File: config.mk
export PLATFORM = sky130hd
export DESIGN_NAME = pll_prescaler_and_status_select
export DESIGN_NICKNAME = d
export VERILOG_FILES = /design/src/verilog/pll_prescaler_and_status_select.v
export VERILOG_INCLUDE_DIRS = /design/src /design/src/verilog
export SDC_FILE = /design/constraint.sdc
export NUM_CORES = 1
export LEC_CHECK = 0
export BUFFER_PORTS_ARGS = -buffer_cell sky130_fd_sc_hd__buf_4
export CAP_MARGIN = 20
export CORE_MARGIN = 5
export CORE_UTILIZATION = 45
export CTS_CLUSTER_SIZE = 14
export DETAILED_ROUTE_END_ITERATION = 8
export PLACE_DENSITY_LB_ADDON = 0.3
export REMOVE_ABC_BUFFERS = 1
export SLEW_MARGIN = 20
export SYNTH_ARGS = -nofsm -noshare
export SYNTH_HDL_FRONTEND = slang
export SYNTH_SLANG_ARGS = --single-unit
File: constraint.sdc
create_clock -name clk_in -period 5.1 [get_ports clk_in]
set_input_delay 0.51 -clock clk_in [delete_from_list [all_inputs] [get_ports clk_in]]
set_output_delay 0.51 -clock clk_in [all_outputs]
set_load 0.05 [all_outputs]
File: src/verilog/pll_fbdiv_defs.vh
// Register offsets, field positions, reset values and codes of the feedback/status block
`ifndef PLL_FBDIV_DEFS_VH
`define PLL_FBDIV_DEFS_VH

// Register offsets
`define R_LSB_ADDR        10'h011
`define R_MSB_ADDR        10'h012
`define SWALLOW_ADDR      10'h013
`define MAIN_LSB_ADDR     10'h014
`define MAIN_MSB_ADDR     10'h015
`define FBCTRL_ADDR       10'h016
`define STATUS_SEL_ADDR   10'h017
`define EEPROM_CTRL_ADDR  10'h01d

// Field positions
`define PRESC_MSB         2
`define PRESC_LSB         0
`define MAIN_BYPASS_BIT   3
`define RESET_ALL_BIT     4
`define RESET_AB_BIT      5
`define RESET_R_BIT       6
`define SEL_MSB           7
`define SEL_LSB           2
`define EEPROM_LOCK_BIT   7

// Reset values
`define R_LSB_RST         8'h01
`define R_MSB_RST         8'h00
`define SWALLOW_RST       8'h00
`define MAIN_LSB_RST      8'h03
`define MAIN_MSB_RST      8'h00
`define FBCTRL_RST        8'h06
`define STATUS_SEL_RST    8'h00
`define EEPROM_CTRL_RST   8'h00

// Prescaler mode codes
`define PRESC_FIX1        3'h0
`define PRESC_FIX2        3'h1
`define PRESC_DUAL2       3'h2
`define PRESC_DUAL4       3'h3
`define PRESC_DUAL8       3'h4
`define PRESC_DUAL16      3'h5
`define PRESC_DUAL32      3'h6
`define PRESC_FIX3        3'h7

// Status selector codes
`define SEL_GROUND        6'h00
`define SEL_NDIV          6'h01
`define SEL_RDIV          6'h02
`define SEL_SWALLOW       6'h03
`define SEL_PRESC         6'h04
`define SEL_PD_UP         6'h05
`define SEL_PD_DOWN       6'h06
`define SEL_GROUND_HI     6'h20
`define SEL_FIRST_REF     6'h21
`define SEL_SECOND_REF    6'h22
`define SEL_REF_SELECTED  6'h23
`define SEL_REF_UNSEL     6'h24

`endif

File: src/verilog/pll_prescaler_and_status_select.v
// Feedback prescaler, swallow/main counters, reference divider and status pin selectors
//
// Summary of operation
// - Three-bit prescaler mode; fixed divide one, two, three
// - Code 010: divide two/three, two if swallow zero
// - Code 011: divide four/five, four if swallow zero
// - Code 100: divide eight/nine, eight if swallow zero
// - Code 101: divide sixteen/seventeen, sixteen if zero
// - Code 110 default: thirty-two/thirty-three dual modulus
// - Selector 000000 ground default; 000001 delayed feedback
// - Codes 000010-000110: reference, swallow, prescaler, up, down
// - Unassigned low-half selector codes drive ground
// - High-half codes shared by monitor and lock pins
// - 100000 ground; 100001 first or differential reference
// - 100010 second reference; then selected, unselected reference
// - Selected reference is differential one in differential mode
// - Main counter bypass only in fixed divide modes
`timescale 1ns/1ps
`include "pll_fbdiv_defs.vh"

module pll_prescaler_and_status_select #(
	parameter ADDR_W = 10,
	parameter DATA_W = 8
) (
	input  wire              clk_in,
	input  wire              rst_b_in,
	input  wire              ce_in,
	input  wire [ADDR_W-1:0] reg_addr_in,
	input  wire [DATA_W-1:0] reg_wdata_in,
	input  wire              reg_wr_in,
	output reg  [DATA_W-1:0] reg_rdata_out,
	input  wire              vco_clk_in,
	input  wire              first_reference_clock_in,
	input  wire              second_reference_clock_in,
	input  wire              diff_ref_mode_in,
	input  wire              second_ref_selected_in,
	input  wire              phase_detector_up_in,
	input  wire              phase_detector_down_in,
	input  wire [4:0]        reference_monitor_sel_in,
	input  wire [4:0]        lock_detect_sel_in,
	output reg               feedback_out,
	output reg               status_pin_out,
	output reg               reference_monitor_pin_out,
	output reg               lock_detect_pin_out
);

	//********************************************************************
	// Functions
	//********************************************************************

	// Base modulus of the prescaler for a mode code
	function [5:0] presc_base;
		input [2:0] mode;
		begin
			case (mode)
				`PRESC_FIX1:   presc_base = 6'h01;
				`PRESC_FIX2:   presc_base = 6'h02;
				`PRESC_FIX3:   presc_base = 6'h03;
				`PRESC_DUAL2:  presc_base = 6'h02;
				`PRESC_DUAL4:  presc_base = 6'h04;
				`PRESC_DUAL8:  presc_base = 6'h08;
				`PRESC_DUAL16: presc_base = 6'h10;
				`PRESC_DUAL32: presc_base = 6'h20;
				default:     presc_base = 6'h01;
			endcase
		end
	endfunction
	// Fixed-divide codes; every other code is dual modulus
	function is_fixed;
		input [2:0] mode;
		begin
			is_fixed = (mode == `PRESC_FIX1) || (mode == `PRESC_FIX2) || (mode == `PRESC_FIX3);
		end
	endfunction
	// Signal picked by a selector code; shared by all three pins
	function sel_bit;
		input [5:0] code;
		input       n_dly;
		input       r_dly;
		input       swl;
		input       pres;
		input       up;
		input       dn;
		input       ref_a;
		input       ref_b;
		input       ref_b_sel;
		input       diff;
		begin
			case (code)
				`SEL_GROUND:       sel_bit = 1'b0;
				`SEL_NDIV:         sel_bit = n_dly;
				`SEL_RDIV:         sel_bit = r_dly;
				`SEL_SWALLOW:      sel_bit = swl;
				`SEL_PRESC:        sel_bit = pres;
				`SEL_PD_UP:        sel_bit = up;
				`SEL_PD_DOWN:      sel_bit = dn;
				`SEL_GROUND_HI:    sel_bit = 1'b0;
				`SEL_FIRST_REF:    sel_bit = ref_a;
				`SEL_SECOND_REF:   sel_bit = diff ? 1'b0 : ref_b;
				`SEL_REF_SELECTED: sel_bit = (diff || !ref_b_sel) ? ref_a : ref_b;
				`SEL_REF_UNSEL:    sel_bit = diff ? 1'b0 : (ref_b_sel ? ref_a : ref_b);
				default:           sel_bit = 1'b0;
			endcase
		end
	endfunction

	//********************************************************************
	// Registers
	//********************************************************************

	reg  [7:0]  r_lsb;
	reg  [7:0]  r_msb;
	reg  [7:0]  swallow_byte;
	reg  [7:0]  main_lsb;
	reg  [7:0]  main_msb;
	reg  [7:0]  fbctrl;
	reg  [7:0]  status_pin_select;
	reg  [7:0]  eeprom_ctrl;
	wire [2:0]  feedback_prescaler_mode;
	wire [13:0] r_count;
	wire [5:0]  swallow_count;
	wire [12:0] main_count;
	wire [5:0]  status_code;
	wire        hold_r;
	wire        hold_ab;
	assign feedback_prescaler_mode = fbctrl[`PRESC_MSB:`PRESC_LSB];
	assign r_count                 = {r_msb[5:0], r_lsb};
	assign swallow_count           = swallow_byte[5:0];
	assign main_count              = {main_msb[4:0], main_lsb};
	assign status_code             = status_pin_select[`SEL_MSB:`SEL_LSB];
	assign hold_r                  = fbctrl[`RESET_R_BIT] | fbctrl[`RESET_ALL_BIT];
	assign hold_ab                 = fbctrl[`RESET_AB_BIT] | fbctrl[`RESET_ALL_BIT];

	// Register writes; the selector is protected while the lock bit is set
	always @(posedge clk_in) begin
		if (!rst_b_in) begin
			r_lsb             <= `R_LSB_RST;
			r_msb             <= `R_MSB_RST;
			swallow_byte      <= `SWALLOW_RST;
			main_lsb          <= `MAIN_LSB_RST;
			main_msb          <= `MAIN_MSB_RST;
			fbctrl            <= `FBCTRL_RST;
			status_pin_select <= `STATUS_SEL_RST;
			eeprom_ctrl       <= `EEPROM_CTRL_RST;
		end else if (ce_in && reg_wr_in) begin
			case (reg_addr_in)
				`R_LSB_ADDR:       r_lsb       <= reg_wdata_in;
				`R_MSB_ADDR:       r_msb       <= {2'h0, reg_wdata_in[5:0]};
				`SWALLOW_ADDR:     swallow_byte <= {2'h0, reg_wdata_in[5:0]};
				`MAIN_LSB_ADDR:    main_lsb    <= reg_wdata_in;
				`MAIN_MSB_ADDR:    main_msb    <= {3'h0, reg_wdata_in[4:0]};
				`FBCTRL_ADDR:      fbctrl      <= reg_wdata_in;
				`STATUS_SEL_ADDR: begin
					if (!eeprom_ctrl[`EEPROM_LOCK_BIT])
						status_pin_select <= reg_wdata_in;
				end
				`EEPROM_CTRL_ADDR: eeprom_ctrl <= reg_wdata_in;
				default: ;
			endcase
		end
	end

	// Read data one cycle after the address; unmapped reads return zero
	always @(posedge clk_in) begin
		if (!rst_b_in) begin
			reg_rdata_out <= 8'h00;
		end else if (ce_in) begin
			case (reg_addr_in)
				`R_LSB_ADDR:       reg_rdata_out <= r_lsb;
				`R_MSB_ADDR:       reg_rdata_out <= r_msb;
				`SWALLOW_ADDR:     reg_rdata_out <= swallow_byte;
				`MAIN_LSB_ADDR:    reg_rdata_out <= main_lsb;
				`MAIN_MSB_ADDR:    reg_rdata_out <= main_msb;
				`FBCTRL_ADDR:      reg_rdata_out <= fbctrl;
				`STATUS_SEL_ADDR:  reg_rdata_out <= status_pin_select;
				`EEPROM_CTRL_ADDR: reg_rdata_out <= eeprom_ctrl;
				default:           reg_rdata_out <= 8'h00;
			endcase
		end
	end

	//********************************************************************
	// Input synchronisers
	//********************************************************************
	// Pins are asynchronous; the model only works for clocks well below clk_in / 2
	reg  [2:0] vco_sync;
	reg  [2:0] first_ref_sync;
	reg  [2:0] second_ref_sync;

	always @(posedge clk_in) begin
		if (!rst_b_in) begin
			vco_sync        <= 3'h0;
			first_ref_sync  <= 3'h0;
			second_ref_sync <= 3'h0;
		end else if (ce_in) begin
			vco_sync        <= {vco_sync[1:0], vco_clk_in};
			first_ref_sync  <= {first_ref_sync[1:0], first_reference_clock_in};
			second_ref_sync <= {second_ref_sync[1:0], second_reference_clock_in};
		end
	end
	wire vco_rise;
	wire ref_rise;
	wire use_first_ref;
	wire sel_ref_now;
	wire sel_ref_old;
	assign vco_rise      = vco_sync[1] & ~vco_sync[2];
	assign use_first_ref = diff_ref_mode_in || !second_ref_selected_in;
	assign sel_ref_now   = use_first_ref ? first_ref_sync[1] : second_ref_sync[1];
	assign sel_ref_old   = use_first_ref ? first_ref_sync[2] : second_ref_sync[2];
	assign ref_rise    = sel_ref_now & ~sel_ref_old;

	//********************************************************************
	// Feedback divider
	//********************************************************************

	reg  [5:0]  presc_cnt;
	reg  [12:0] cycle_cnt;
	reg  [5:0]  swallowed;
	reg         presc_pulse;
	reg         swallow_pulse;
	reg         n_pulse;
	reg         n_delayed;
	wire        fixed_mode;
	wire        use_large;
	wire [5:0]  modulus;
	wire [12:0] main_eff;
	wire        presc_done;
	wire        period_done;
	assign fixed_mode  = is_fixed(feedback_prescaler_mode);
	// Larger modulus only while swallows remain, so swallow zero gives P alone
	assign use_large   = !fixed_mode && (swallowed < swallow_count);
	assign modulus     = presc_base(feedback_prescaler_mode) + {5'h00, use_large};
	// Bypass ignored in dual modulus; a zero count is treated as one
	assign main_eff    = ((fixed_mode && fbctrl[`MAIN_BYPASS_BIT]) || (main_count == 13'h0000))
	                     ? 13'h0001 : main_count;
	// At-or-above ends a count left long by reprogramming, instead of a full wrap
	assign presc_done  = vco_rise && (presc_cnt >= modulus - 6'h01);
	assign period_done = presc_done && (cycle_cnt >= main_eff - 13'h0001);

	// Prescaler counter steps on each synchronised VCO rising edge; swallow and main counters step on its terminal count
	always @(posedge clk_in) begin
		if (!rst_b_in) begin
			presc_cnt     <= 6'h00;
			cycle_cnt     <= 13'h0000;
			swallowed     <= 6'h00;
			presc_pulse   <= 1'b0;
			swallow_pulse <= 1'b0;
			n_pulse       <= 1'b0;
			n_delayed     <= 1'b0;
		end else if (ce_in) begin
			presc_pulse   <= presc_done;
			n_pulse       <= period_done;
			n_delayed     <= n_pulse;         // Delay stage ahead of the selector
			swallow_pulse <= 1'b0;
			if (hold_ab) begin
				presc_cnt <= 6'h00;
				cycle_cnt <= 13'h0000;
				swallowed <= 6'h00;
			end else if (vco_rise) begin
				if (presc_done) begin
					presc_cnt <= 6'h00;
					if (period_done) begin
						cycle_cnt <= 13'h0000;
						swallowed <= 6'h00;
					end else begin
						cycle_cnt <= cycle_cnt + 13'h0001;
						if (use_large) begin
							swallowed     <= swallowed + 6'h01;
							swallow_pulse <= (swallowed + 6'h01 == swallow_count);
						end
					end
				end else begin
					presc_cnt <= presc_cnt + 6'h01;
				end
			end
		end
	end

	//********************************************************************
	// Reference divider
	//********************************************************************

	reg  [13:0] ref_cnt;
	reg         r_pulse;
	reg         r_delayed;
	wire [13:0] r_eff;
	assign r_eff = (r_count == 14'h0000) ? 14'h0001 : r_count;

	// Counts selected-reference rising edges; held cleared by the R-reset and reset-all controls
	always @(posedge clk_in) begin
		if (!rst_b_in) begin
			ref_cnt   <= 14'h0000;
			r_pulse   <= 1'b0;
			r_delayed <= 1'b0;
		end else if (ce_in) begin
			r_delayed <= r_pulse;
			r_pulse   <= 1'b0;
			if (hold_r) begin
				ref_cnt <= 14'h0000;
			end else if (ref_rise) begin
				if (ref_cnt == r_eff - 14'h0001) begin
					ref_cnt <= 14'h0000;
					r_pulse <= 1'b1;
				end else begin
					ref_cnt <= ref_cnt + 14'h0001;
				end
			end
		end
	end

	//********************************************************************
	// Pin selectors
	//********************************************************************

	// All outputs registered so the pins never glitch on a selector change
	always @(posedge clk_in) begin
		if (!rst_b_in) begin
			feedback_out              <= 1'b0;
			status_pin_out            <= 1'b0;
			reference_monitor_pin_out <= 1'b0;
			lock_detect_pin_out       <= 1'b0;
		end else if (ce_in) begin
			feedback_out   <= n_delayed;
			status_pin_out <= sel_bit(status_code, n_delayed, r_delayed, swallow_pulse,
				presc_pulse, phase_detector_up_in, phase_detector_down_in, first_ref_sync[2],
				second_ref_sync[2], second_ref_selected_in, diff_ref_mode_in);
			// Monitor and lock pins reach only the upper half of the table
			reference_monitor_pin_out <= sel_bit({1'b1, reference_monitor_sel_in}, n_delayed,
				r_delayed, swallow_pulse, presc_pulse, phase_detector_up_in,
				phase_detector_down_in, first_ref_sync[2], second_ref_sync[2],
				second_ref_selected_in, diff_ref_mode_in);
			lock_detect_pin_out <= sel_bit({1'b1, lock_detect_sel_in}, n_delayed, r_delayed,
				swallow_pulse, presc_pulse, phase_detector_up_in, phase_detector_down_in,
				first_ref_sync[2], second_ref_sync[2], second_ref_selected_in,
				diff_ref_mode_in);
		end
	end

endmodule

==> qor.yml <==
status: "finished, final reports clean"
synth_commonest_cells: "129 x dfxtp_1, 122 x nor2_1, 97 x nand2_1"
synth_xor_area_frac: 0.0565
postCtsSetupRepairBufs: 0
leakage_nw: 3.32
grt_start_max_net_pins: 76
h-tree-depth: 4
cts_root_buf: "clkbuf_16"
rrSetupSlack_ns: 0.44
fillers: 1563
rsz0062_at_grt: "no"
io_buffer_count: 50
clockBufferDepth: 2
ys_seq_area_frac: 0.354
wl_um: 18700
start_util: 0.459
cts_resized: 0
diodes: 0
grt_usage: 0.201
placed_area_um2: 7840
fmax_ghz: 0.214
post_drt_via_cell_ratio: 5.59
clkLatencyLatePin_ns: 0.42
die_w_um: 137
netlist.area_leader.share: 0.354
drt_iter0_markers: 513
setup_ws_ns: 0.436
ioPinCount: 51
path_delay_family: "simple AND/OR/NAND/NOR gates"
crit_fanout: 9
maxCapViolCount: 0
required_ns: 5.45
reg2reg_depth: 19
numCtsBuffers: 17
cp_cell_sequence: "or3_1, or3_1, or2_2, nor2_1, a31oi_1, nor2b_1, ha_1, o21ai_2, xnor2_1, ha_1, a21o_1, a21o_1, a211oi_1, a21boi_1, o211ai_1, buf_4, or3_1, o21ai_0, o2bb2ai_1"
rows: 46
clock_skew_ns: 0.0121
grt_pass1_wl_um: 29900
place_congestion: 0.884
dp_hpwl_um: 13500
relSlewSlack: 0.253
finalNetCount: 994
slowest_stage: "or3_1"
hold_viol: 0
dr_total_vias: 6413
wl_per_cell_um: 16.3
fin_area_um2: 8390
grt_pass1_vias: 5890
ir_drop_uv: 268
stdcell_count: 1147
min_period_over_period: 0.914
cp_data_arrival_time_ns: 5.02
synth_top_family_by_area: "simple AND/OR/NAND/NOR gates"
cts.sinks: 129
post-route-min-period_ns: 4.66
ys_types: 65
synth.area.top_cells: "dfxtp_1 35%, mux2i_1 8.5%, nor2_1 6.3%, ha_1 6.0%, nand2_1 5.0%"
dp_slack_ns: 0.294
overflow: 0
synth_top_area_cell: "dfxtp_1"
max_stage_delay_ns: 0.45
drc: 0
antenna_left: 0
yosysMostFrequentCell: "dfxtp_1"
cts_tree: "yes"
muxShareOfSynthArea: 0.0929
antenna_found_initial: 0
hold_path.class: "input port to register"
path_clk_slew_ns: 0.06
syn_area_um2: 7290
tns_ns: 0
setup_viol: 0
cpMostUsedCell: "or3_1"
yosys_warnings: 0
p_per_area_nw_per_um2: 265
dieArea_um2: 18800
tightestPinTransition_ns: 1.11
path_buf_inv: 1
min_path_cells: 3
syn2layout_area_growth_pct: 15.2
drt_first_pass_iters: 6
endpoint_kind: "register"
placedCellCount: 1117
synth-main-ff-cell: "dfxtp_1"
ys_ff_latch: 129
crit_path_start_kind: "register"
core_um2: 15900
post-route-util: 0.528
synth_area_per_cell_um2: 8.29
worstSetupPathDepth: 19
drive_gt1_frac: 0.115
critical_path_class: "register to register"
drv_slew: 0
die_h_um: 137
synth_edf_count: 0
syn_inst: 879
synthAdderAreaFrac: 0.0601
synth-compound-area-share: 0.157
async_reset_ff_frac: 0
ctsHoldBuffers: 0
yosys.area_share.simple: 0.244
[area by class of cell]
cell class / count / area [um2] / share of cell area
Sequential cell: 129 / 2580 / 0.308
Tap cell: 216 / 270 / 0.0322
Clock buffer: 25 / 515 / 0.0614
Inverter: 27 / 101 / 0.0121
Timing Repair Buffer: 58 / 435 / 0.0519
Multi-Input combinational cell: 687 / 4460 / 0.531
Clock inverter: 5 / 27.5 / 0.00328
[sequential cells by signal, summed over array words and instances, names as in the netlist, 6 cells and up, named ones only]
name / cells
status_pin_select: 8
reg_rdata_out: 8
r_msb: 6
main_lsb: 8
fbctrl: 8
swallowed: 6
cycle_cnt: 13
eeprom_ctrl: 8
ref_cnt: 14
presc_cnt: 6
swallow_byte: 6
r_lsb: 8
[worst paths after layout]
check	start	to
hold / removal	vco_clk_in	vco_sync[0]$_SDFFE_PN0P_
setup / recovery	main_msb[0]$_SDFFE_PN0P_	cycle_cnt[4]$_SDFFE_PN0P_
hold reg to reg	presc_pulse$_SDFFE_PN0P_	presc_pulse$_SDFFE_PN0P_
setup reg to reg	main_msb[0]$_SDFFE_PN0P_	cycle_cnt[4]$_SDFFE_PN0P_
[worst reg2reg max path: stages, from the launching register on]
cell and delay (ns):
dfxtp_1 0.33, or3_1 0.43, or3_1 0.36, or2_2 0.30, nor2_1 0.12, a31oi_1 0.11
nor2b_1 0.17, ha_1 0.29, o21ai_2 0.16, xnor2_1 0.16, ha_1 0.26, a21o_1 0.16
a21o_1 0.17, a211oi_1 0.22, a21boi_1 0.24, o211ai_1 0.12, buf_4 0.20, or3_1 0.45
o21ai_0 0.21, o2bb2ai_1 0.13
[where the power goes]
part           switching (mW)  internal, mW  total (mW)
Sequential            0.00230          1.01        1.01
Clock                   0.426         0.689        1.12
Combinational          0.0580        0.0346      0.0927
Total                   0.486          1.74        2.22
[cell usage in the layout, fill, tap and decap left out, drive strengths merged, types with 14 or more instances in the layout]
cell and instances:
nand2 97, nor3 21, a21o 16, nor2 122
a21oi 52, and3 14, nor4 16, xor2 28
dfxtp 129, buf 58, inv 26, o21ai 35
clkbuf 25, ha 35, nand3 24, xnor2 19
mux2i 62
[kinds of logic (layout without fill, tap and decap cells)]
group / Yosys count / count (layout)
and+or+nand+nor: 365 / 365
AOI/OAI and AO/OA: 174 / 174
DFF: 129 / 129
muxes: 66 / 66
buffers and inverters: 63 / 115
xor gates and xnor gates: 47 / 47
adders and majority gates: 35 / 35
[per-layer routing]
layer	up-vias	track usage	share of wire	wire (um)
li1	3218	-	-	-
met1	2982	0.271	0.47	8740
met2	183	0.315	0.45	8500
met3	30	0.0402	0.054	1010
met4	0	0.0820	0.024	441
met5	-	0	0	0
[metrics by stage]
| stage | hold WS, ns | power [mW] |
|---|---|---|
| 2_1_floorplan | 0.445 | 1.07 |
| 6_report | 0.326 | 2.22 |
| 3_5_place_dp | 0.464 | 1.13 |
| 4_1_cts | 0.317 | 2.24 |
| 5_1_grt | 0.331 | 2.29 |
| 3_3_place_gp | 0.465 | 1.13 |
Note: power is estimated with default switching activity, not from simulation.
